File: src/design/clk_cfg_pkg.sv
// Purpose: Constants for the clock source and PLL divider configuration block
// Assumes: Byte-wide registers on a byte-addressed control port
// Notes: Offsets are the control-port register addresses
package clk_cfg_pkg;
   // ==========================================================
   // Register offsets
   localparam logic [7:0] PLL_AND_PRIMARY_BITCLK_SOURCE_OFS = 8'h32;
   localparam logic [7:0] SECONDARY_BITCLK_DIV_SOURCE_OFS = 8'h33;
   localparam logic [7:0] NM_DIVIDER_SOURCE_SELECT_OFS = 8'h34;
   localparam logic [7:0] PLL_PRESCALE_DIVIDER_OFS = 8'h35;
   localparam logic [7:0] PLL_MULTIPLIER_UPPER_OFS = 8'h36;
   // ==========================================================
   // Reset values
   localparam logic [7:0] PLL_AND_PRIMARY_BITCLK_SOURCE_RST = 8'h00;
   localparam logic [7:0] SECONDARY_BITCLK_DIV_SOURCE_RST = 8'h00;
   localparam logic [7:0] NM_DIVIDER_SOURCE_SELECT_RST = 8'h10;
   localparam logic [7:0] PLL_PRESCALE_DIVIDER_RST = 8'h01;
   localparam logic [7:0] PLL_MULTIPLIER_UPPER_RST = 8'h00;
   // ==========================================================
   // Writable bit masks; other bits are read-only zero
   localparam logic [7:0] PLL_AND_PRIMARY_BITCLK_SOURCE_WMASK = 8'hF8;
   localparam logic [7:0] SECONDARY_BITCLK_DIV_SOURCE_WMASK = 8'h70;
   localparam logic [7:0] ALL_BITS_WMASK = 8'hFF;
   // ==========================================================
   // Field positions
   localparam int PRESCALE_INPUT_SELECT_LSB = 6;
   localparam int PRIMARY_BITCLK_DIV_SOURCE_LSB = 3;
   localparam int SECONDARY_BITCLK_DIV_SOURCE_LSB = 4;
   localparam int DIGITAL_NM_SOURCE_SELECT_LSB = 6;
   localparam int ANALOG_NM_SOURCE_SELECT_LSB = 4;
   localparam int INTEGER_MULT_TOP_BIT_POS = 7;
   localparam int DIVIDED_CLOCK_HALVE_POS = 6;
   localparam int FRACTION_MULT_TOP_BITS_LSB = 0;
   // ==========================================================
   // Clock source codes
   localparam logic [1:0] SRC2_PRIMARY_BITCLK = 2'h0;
   localparam logic [1:0] SRC2_SECONDARY_BITCLK = 2'h1;
   localparam logic [1:0] SRC2_AUX_CONTROL_CLK = 2'h2;
   localparam logic [1:0] SRC2_INTERNAL_OSC = 2'h3;
   localparam logic [2:0] SRC3_PLL_OUT = 3'h0;
   localparam logic [2:0] SRC3_PRIMARY_BITCLK = 3'h1;
   localparam logic [2:0] SRC3_SECONDARY_BITCLK = 3'h2;
   localparam logic [2:0] SRC3_AUX_CONTROL_CLK = 3'h3;
   localparam logic [2:0] SRC3_INTERNAL_OSC = 3'h4;
   localparam logic [2:0] SRC3_DSP_CLK = 3'h5;
   localparam logic [1:0] ANA_NM_PLL_A = 2'h0;
   localparam logic [1:0] ANA_NM_PLL_B = 2'h1;
   localparam logic [1:0] ANA_NM_DIGITAL_SOURCE = 2'h2;
   localparam logic [1:0] ANA_NM_PRIMARY_LOW_JITTER = 2'h3;
   // ==========================================================
   // Pre-scaler ratio and multiplier limits
   localparam logic [8:0] PRESCALE_ZERO_RATIO = 9'h100;
   localparam logic [13:0] FRACTION_MULT_MAX = 14'h270F;
   localparam logic [8:0] INTEGER_MULT_RESERVED = 9'h000;
endpackage

File: src/design/pll_clock_source_divider_cfg.sv
// Purpose: Clock tree source selection and PLL pre-divider/multiplier configuration
// Assumes: Control-port writes and reads arrive as one-cycle strobes on clk
// Notes: Low multiplier bytes come from adjacent registers as inputs
`timescale 1ns/100ps
// Operation
// [RULE1] A 2-bit field picks the pre-divider input clock, resetting to the primary bit clock.
// [RULE2] A 3-bit field picks the primary bit-clock divider source; 1, 6 and 7 are reserved.
// [RULE3] A 3-bit field picks the secondary bit-clock divider source; 2, 6 and 7 are reserved.
// [RULE4] A 2-bit field picks the digital NM divider input, resetting to the primary bit clock.
// [RULE5] A 2-bit field picks the analog NM input: PLL, digital source or low-jitter primary.
// [RULE6] The 8-bit pre-scaler divides by its value, code 0 divides by 256, and it resets to 1.
// [RULE7] With automatic detection on, the programmed pre-divider and multipliers are replaced.
// [RULE8] One bit holds the top bit of the integer multiplier, resetting to 0.
// [RULE9] Six bits hold the upper part of the fractional multiplier, resetting to 0.
// [RULE10] One bit makes the PLL halve its divided clock output when set.
// [RULE11] Software writes reserved bits only with their reset values.
// [RULE12] The 9-bit integer multiplier is its top bit then a low byte, with 0 reserved.
// [RULE13] The 14-bit fractional multiplier must stay at or below 9999.
module pll_clock_source_divider_cfg
   import clk_cfg_pkg::*;
(
   input wire logic clk,
   input wire logic rstn,
   input wire logic reg_wr,
   input wire logic reg_rd,
   input wire logic [7:0] reg_addr,
   input wire logic [7:0] reg_wdata,
   output logic [7:0] reg_rdata,
   input wire logic [7:0] integer_mult_low,
   input wire logic [7:0] fraction_mult_low,
   input wire logic auto_detect_en,
   input wire logic [8:0] auto_prescale_ratio,
   input wire logic [8:0] auto_integer_mult,
   input wire logic [13:0] auto_fraction_mult,
   output logic [1:0] prescale_input_select,
   output logic [2:0] primary_bitclk_div_source,
   output logic [2:0] secondary_bitclk_div_source,
   output logic [1:0] digital_nm_source_select,
   output logic analog_nm_from_pll,
   output logic analog_nm_from_digital_source,
   output logic analog_nm_from_primary_low_jitter,
   output logic divided_clock_halve,
   output logic [8:0] prescale_ratio,
   output logic [8:0] integer_mult,
   output logic [13:0] fraction_mult,
   output logic source_code_reserved,
   output logic mult_code_reserved
);
   // ==========================================================
   // Register file
   logic [7:0] cfg12_val;
   logic [7:0] cfg13_val;
   logic [7:0] cfg14_val;
   logic [7:0] cfg15_val;
   logic [7:0] cfg16_val;
   wire sel12 = reg_wr && (reg_addr == PLL_AND_PRIMARY_BITCLK_SOURCE_OFS);
   wire sel13 = reg_wr && (reg_addr == SECONDARY_BITCLK_DIV_SOURCE_OFS);
   wire sel14 = reg_wr && (reg_addr == NM_DIVIDER_SOURCE_SELECT_OFS);
   wire sel15 = reg_wr && (reg_addr == PLL_PRESCALE_DIVIDER_OFS);
   wire sel16 = reg_wr && (reg_addr == PLL_MULTIPLIER_UPPER_OFS);

   // Read-only reserved bits are masked; writable reserved bits are stored as written
   cfg_byte_reg #(
      .RESET_VAL(PLL_AND_PRIMARY_BITCLK_SOURCE_RST),
      .WMASK(PLL_AND_PRIMARY_BITCLK_SOURCE_WMASK)
   ) u_cfg12 (
      .clk(clk),
      .rstn(rstn),
      .wr_sel(sel12),
      .wr_data(reg_wdata),
      .value(cfg12_val)
   );

   cfg_byte_reg #(
      .RESET_VAL(SECONDARY_BITCLK_DIV_SOURCE_RST),
      .WMASK(SECONDARY_BITCLK_DIV_SOURCE_WMASK)
   ) u_cfg13 (
      .clk(clk),
      .rstn(rstn),
      .wr_sel(sel13),
      .wr_data(reg_wdata),
      .value(cfg13_val)
   );

   cfg_byte_reg #(
      .RESET_VAL(NM_DIVIDER_SOURCE_SELECT_RST),
      .WMASK(ALL_BITS_WMASK)
   ) u_cfg14 (
      .clk(clk),
      .rstn(rstn),
      .wr_sel(sel14),
      .wr_data(reg_wdata),
      .value(cfg14_val)
   );

   cfg_byte_reg #(
      .RESET_VAL(PLL_PRESCALE_DIVIDER_RST),
      .WMASK(ALL_BITS_WMASK)
   ) u_cfg15 ( // RULE6
      .clk(clk),
      .rstn(rstn),
      .wr_sel(sel15),
      .wr_data(reg_wdata),
      .value(cfg15_val)
   );

   cfg_byte_reg #(
      .RESET_VAL(PLL_MULTIPLIER_UPPER_RST),
      .WMASK(ALL_BITS_WMASK)
   ) u_cfg16 ( // RULE8
      .clk(clk),
      .rstn(rstn),
      .wr_sel(sel16),
      .wr_data(reg_wdata),
      .value(cfg16_val)
   );

   // ==========================================================
   // Read path
   logic [7:0] rdata_r;
   logic [7:0] rdata_nxt;
   always_comb begin
      unique case (reg_addr)
         PLL_AND_PRIMARY_BITCLK_SOURCE_OFS: rdata_nxt = cfg12_val;
         SECONDARY_BITCLK_DIV_SOURCE_OFS: rdata_nxt = cfg13_val;
         NM_DIVIDER_SOURCE_SELECT_OFS: rdata_nxt = cfg14_val;
         PLL_PRESCALE_DIVIDER_OFS: rdata_nxt = cfg15_val;
         PLL_MULTIPLIER_UPPER_OFS: rdata_nxt = cfg16_val;
         default: rdata_nxt = 8'h00;
      endcase
   end

   // ==========================================================
   // Field decode
   wire [1:0] pre_sel = cfg12_val[PRESCALE_INPUT_SELECT_LSB +: 2]; // RULE1
   wire [2:0] pri_src = cfg12_val[PRIMARY_BITCLK_DIV_SOURCE_LSB +: 3]; // RULE2
   wire [2:0] sec_src = cfg13_val[SECONDARY_BITCLK_DIV_SOURCE_LSB +: 3]; // RULE3
   wire [1:0] dig_nm = cfg14_val[DIGITAL_NM_SOURCE_SELECT_LSB +: 2]; // RULE4
   wire [1:0] ana_nm = cfg14_val[ANALOG_NM_SOURCE_SELECT_LSB +: 2]; // RULE5
   wire ana_pll = (ana_nm == ANA_NM_PLL_A) || (ana_nm == ANA_NM_PLL_B); // RULE5
   wire ana_dig = (ana_nm == ANA_NM_DIGITAL_SOURCE); // RULE5
   wire ana_lj = (ana_nm == ANA_NM_PRIMARY_LOW_JITTER); // RULE5
   wire halve = cfg16_val[DIVIDED_CLOCK_HALVE_POS]; // RULE10
   wire pri_bad = (pri_src == SRC3_PRIMARY_BITCLK) || (pri_src > SRC3_DSP_CLK); // RULE2
   wire sec_bad = (sec_src == SRC3_SECONDARY_BITCLK) || (sec_src > SRC3_DSP_CLK); // RULE3

   // Code 0 stands for the largest ratio, so the ratio needs nine bits
   wire [8:0] man_pdiv = (cfg15_val == 8'h00) ? PRESCALE_ZERO_RATIO : {1'b0, cfg15_val}; // RULE6
   wire [8:0] man_j = {cfg16_val[INTEGER_MULT_TOP_BIT_POS], integer_mult_low}; // RULE8 RULE12
   wire [13:0] man_d = {cfg16_val[FRACTION_MULT_TOP_BITS_LSB +: 6], fraction_mult_low}; // RULE9

   // Auto detection overrides only the ratio and multipliers, never the source selects
   wire [8:0] eff_pdiv = auto_detect_en ? auto_prescale_ratio : man_pdiv; // RULE7
   wire [8:0] eff_j = auto_detect_en ? auto_integer_mult : man_j; // RULE7
   wire [13:0] eff_d = auto_detect_en ? auto_fraction_mult : man_d; // RULE7
   wire mult_bad = (eff_j == INTEGER_MULT_RESERVED) || // RULE12
      (eff_d > FRACTION_MULT_MAX); // RULE13

   // ==========================================================
   // Output flops
   // Read data stands until the next read strobe
   always_ff @(posedge clk) begin
      if (!rstn) begin
         rdata_r <= 8'h00;
      end else if (reg_rd) begin
         rdata_r <= rdata_nxt;
      end
   end

   // Reserved source codes pass through and are only flagged, so software sees what it wrote
   always_ff @(posedge clk) begin
      if (!rstn) begin
         prescale_input_select <= SRC2_PRIMARY_BITCLK;
         primary_bitclk_div_source <= SRC3_PLL_OUT;
         secondary_bitclk_div_source <= SRC3_PLL_OUT;
         digital_nm_source_select <= SRC2_PRIMARY_BITCLK;
      end else begin
         prescale_input_select <= pre_sel; // RULE1
         primary_bitclk_div_source <= pri_src; // RULE2
         secondary_bitclk_div_source <= sec_src; // RULE3
         digital_nm_source_select <= dig_nm; // RULE4
      end
   end

   // One-hot analog selects keep two sources off the NM divider input at once
   always_ff @(posedge clk) begin
      if (!rstn) begin
         analog_nm_from_pll <= 1'b1;
         analog_nm_from_digital_source <= 1'b0;
         analog_nm_from_primary_low_jitter <= 1'b0;
      end else begin
         analog_nm_from_pll <= ana_pll; // RULE5
         analog_nm_from_digital_source <= ana_dig; // RULE5
         analog_nm_from_primary_low_jitter <= ana_lj; // RULE5
      end
   end

   always_ff @(posedge clk) begin
      if (!rstn) begin
         divided_clock_halve <= 1'b0;
      end else begin
         divided_clock_halve <= halve; // RULE10
      end
   end

   // Ratio and multipliers lag their registers by one edge
   always_ff @(posedge clk) begin
      if (!rstn) begin
         prescale_ratio <= {1'b0, PLL_PRESCALE_DIVIDER_RST};
         integer_mult <= 9'h000;
         fraction_mult <= 14'h0000;
      end else begin
         prescale_ratio <= eff_pdiv; // RULE6
         integer_mult <= eff_j; // RULE12
         fraction_mult <= eff_d; // RULE9
      end
   end

   // Flags only report; nothing is blocked when a code is reserved
   always_ff @(posedge clk) begin
      if (!rstn) begin
         source_code_reserved <= 1'b0;
         mult_code_reserved <= 1'b0;
      end else begin
         source_code_reserved <= pri_bad || sec_bad; // RULE2 RULE3
         mult_code_reserved <= mult_bad; // RULE13
      end
   end

   assign reg_rdata = rdata_r;
endmodule

File: src/design/cfg_byte_reg.sv
// Purpose: One byte-wide configuration register with a write mask
// Assumes: Single-cycle write strobe synchronous to clk
// Notes: Masked-off bits hold their reset value and ignore writes
`timescale 1ns/100ps
module cfg_byte_reg #(
   parameter logic [7:0] RESET_VAL = 8'h00,
   parameter logic [7:0] WMASK = 8'hFF
) (
   input wire logic clk,
   input wire logic rstn,
   input wire logic wr_sel,
   input wire logic [7:0] wr_data,
   output logic [7:0] value
);
   logic [7:0] value_r;
   logic [7:0] value_nxt;

   // ==========================================================
   // Storage
   // Read-only bits stay at reset even if software writes them
   assign value_nxt = (wr_data & WMASK) | (RESET_VAL & ~WMASK);
   assign value = value_r;

   always_ff @(posedge clk) begin
      if (!rstn) begin
         value_r <= RESET_VAL;
      end else if (wr_sel) begin
         value_r <= value_nxt;
      end
   end
endmodule

File: config.mk
export PLATFORM = sky130hd
export DESIGN_NAME = pll_clock_source_divider_cfg
export DESIGN_NICKNAME = d
export VERILOG_FILES = /design/src/design/clk_cfg_pkg.sv /design/src/design/pll_clock_source_divider_cfg.sv /design/src/design/cfg_byte_reg.sv
export SDC_FILE = /design/constraint.sdc
export NUM_CORES = 1
export LEC_CHECK = 0
export ABC_AREA = 1
export BUFFER_PORTS_ARGS = -buffer_cell sky130_fd_sc_hd__buf_2
export CAP_MARGIN = 10
export CORE_MARGIN = 10
export CORE_UTILIZATION = 49
export DETAILED_ROUTE_END_ITERATION = 6
export GPL_TIMING_DRIVEN = 0
export PLACE_DENSITY_LB_ADDON = 0.2
export SLEW_MARGIN = 20
export SYNTH_ARGS = -nofsm -noshare
export SYNTH_HDL_FRONTEND = slang
export SYNTH_HIERARCHICAL = 1
export SYNTH_SLANG_ARGS = --single-unit
File: constraint.sdc
create_clock -name clk -period 2 [get_ports clk]
set_clock_uncertainty 0.1 [all_clocks]
set_input_delay 0.4 -clock clk [delete_from_list [all_inputs] [get_ports clk]]
set_output_delay 0.4 -clock clk [all_outputs]
set_load 0.02 [all_outputs]
==> flow_metrics.env <==
export IMPL_wl_um=11400
export IMPL_yosysSeqAreaShare_pct=44.2
export IMPL_fin_tns_setup_ns=0
export IMPL_dr_pass1_iters=5
export IMPL_path_class="input pin to flop"
export IMPL_antenna_found_initial=0
export IMPL_diodes=0
export IMPL_grt_max_degree=16
export IMPL_synth_top_area_share_pct=44.2
export IMPL_vias=3862
export IMPL_vdd_drop_max_v=0.000383
export IMPL_cts_hold_buffers=0
export IMPL_cts_resized=0
export IMPL_r2r_start="u_cfg16/value[1]"
export IMPL_period_share_pct=77.5
export IMPL_core_area_um2=7810
export IMPL_portBuffers=124
export IMPL_path_max_fanout=12
export IMPL_grt_pass1_wl_um=18300
export IMPL_overflow=0
export IMPL_h_tree_depth=3
export IMPL_synth_edf_count=0
export IMPL_synth_most_common_cell="nand2_1"
export IMPL_final_area_um2=4930
export IMPL_drcViolationCount=0
export IMPL_die_x_um=110
export IMPL_clk_latency_ns=0.36
export IMPL_p_leak_nw=2.67
export IMPL_final_setup_viol_count=0
export IMPL_ys_flop_type="dfxtp_1"
export IMPL_worst_endpoint_arrival_ns=1.75
export IMPL_cts_tree="done"
export IMPL_yosys_area_top_type="dfxtp_1"
export IMPL_startpoint_type="input pin"
export IMPL_syn_area_um2=3980
export IMPL_dpl_hpwl_um=8750
export IMPL_period_minus_slack_ns=1.55
export IMPL_grt_pass1_vias=3842
export IMPL_drtIter0Drc=187
export IMPL_cts_buffers_inserted=9
export IMPL_synthTopCellsByArea="dfxtp_1 (44%), nand2_1 (13%), nor2_1 (9.3%), inv_1 (6.6%), nand3_1 (5.3%)"
export IMPL_holdPathStages=3
export IMPL_total_power_mw=3.41
export IMPL_place_congestion=0.912
export IMPL_hp_class="input pin to flop"
export IMPL_status="completed"
export IMPL_syn_to_final_growth_pct=23.9
export IMPL_synth_common_cells="nand2_1 (143), nor2_1 (99), dfxtp_1 (88)"
export IMPL_syn_inst=571
export IMPL_via_per_inst=4.72
export IMPL_placed_area_um2=4750
export IMPL_yosysUniqueCellTypes=28
export IMPL_ys_warnings_count=6
export IMPL_fin_util_pct=63.2
export IMPL_finalHoldViolations=0
export IMPL_ios=125
export IMPL_min_to="fraction_mult[0]"
export IMPL_rr_endpoint="mult_code_reserved"
export IMPL_drv_cap=0
export IMPL_cp_required_ns=2.20
export IMPL_ys_ff_latch=88
export IMPL_rows=32
export IMPL_max_freq_mhz=645
export IMPL_nets=781
export IMPL_async_flop_share_pct=0
export IMPL_min_delay_start="auto_fraction_mult[0]"
export IMPL_end_kind="flop"
export IMPL_clockBufferDepth=2
export IMPL_post_cts_buffers=0
export IMPL_clock_sinks=88
export IMPL_start_util_pct=51.0
export IMPL_route_antenna_remaining_nets=0
export IMPL_grt_util_all_layers_pct=19.1
export IMPL_slew_viol_final=0
export IMPL_die_y_um=110
export IMPL_worst_r2r_cell_count=7
export IMPL_drive_gt1_share_pct=27.1
export IMPL_wire_per_inst_um=13.9
export IMPL_clkTransAtPathRegs_ns=0.09
export IMPL_rsz0062_at_grt="false"
export IMPL_die_area_um2=12100
export IMPL_pwr_density_cell_nw_per_um2=691
export IMPL_rrSetupSlack_ns=0.78
export IMPL_cts_root_buf="clkbuf_8"
export IMPL_synth_area_per_cell_um2=6.98
==> per-layer routing <==
layer | routed length, µm | part of all wire [%] | track usage (%) | vias to the layer above
li1 | - | - | - | 1999
met1 | 4930 | 43 | 23.1 | 1717
met2 | 5110 | 45 | 31.6 | 129
met3 | 1130 | 9.9 | 5.92 | 17
met4 | 233 | 2.0 | 6.06 | 0
met5 | 0 | 0 | 0 | -
==> worst max path at each step <==
stage / startpoint / endpoint / slack, ns
6_report: rstn / reg_rdata[6] / 0.45
3_5_place_dp: rstn / reg_rdata[6] / 0.11
2_1_floorplan: reg_addr[6] / u_cfg14/value[6] / 0.44
5_1_grt: rstn / prescale_ratio[5] / 0.37
3_3_place_gp: rstn / reg_rdata[6] / 0.06
4_1_cts: rstn / reg_rdata[6] / 0.48
==> cell type report <==
cell class                      instances  area, µm²
Buffer                                 35        293
Clock buffer                           10        138
Clock inverter                          6       42.5
Fill cell                             761       2870
Inverter                               76        285
Multi-Input combinational cell        378       1670
Sequential cell                        88       1760
Tap cell                              102        128
Timing Repair Buffer                  124        621
==> flip-flops by register name, indices dropped and copies added (netlist names), 2 cells and up <==
register / count
u_cfg12/value: 5
u_cfg14/value: 8
reg_rdata: 8
u_cfg13/value: 3
digital_nm_source_select: 2
u_cfg15/value: 8
secondary_bitclk_div_source: 3
prescale_ratio: 9
prescale_input_select: 2
primary_bitclk_div_source: 3
fraction_mult: 14
integer_mult: 9
u_cfg16/value: 8
==> kinds of logic after synthesis <==
| kind of cell | Yosys count | synth area share [%] |
|---|---|---|
| AOI/OAI and AO/OA | 57 | 7.51 |
| buffers and inverters | 111 | 14.5 |
| DFF | 88 | 44.2 |
| other | 2 | 0.189 |
| and+or+nand+nor | 313 | 33.6 |
==> worst max-delay path, cell delays in order <==
cell      delay [ns]
buf_2           0.24
clkbuf_1        0.37
clkbuf_1        0.41
o21ai_0         0.18
a21oi_1         0.14
==> per-stage QoR <==
step,setup slack [ns],hold WS (ns),instances
2_1_floorplan,0.437,0.312,577
5_1_grt,0.374,0.159,819
3_3_place_gp,0.0640,0.338,803
4_1_cts,0.480,0.154,819
3_5_place_dp,0.113,0.345,803
6_report,0.450,0.159,819
==> cell usage in the layout, fill, tap and decap left out <==
cell / count
nor2_1: 99
nor2_4: 5
nand3_1: 42
nand2_1: 143
nor3_1: 1
buf_6: 13
nor2_2: 2
nand4_1: 4
a21oi_1: 26
dfxtp_1: 88
or2_0: 1
nor2_8: 1
o21ai_1: 3
conb_1: 8
o21a_1: 2
clkbuf_8: 10
o211a_1: 1
o21ai_0: 24
inv_1: 70
o21ai_2: 1
or2_2: 1
clkinv_2: 2
or2_1: 3
clkinvlp_4: 2
buf_2: 127
nand2_2: 11
buf_4: 10
clkinv_1: 1
buf_8: 2
inv_2: 5
clkbuf_1: 7
inv_6: 2
==> power by group <==
part | switching, mW | internal, mW
clock network | 0.666 | 0.490
logic | 0.274 | 0.169
registers | 0.0140 | 1.80
total | 0.953 | 2.46
(Power assumes the default switching activity.)
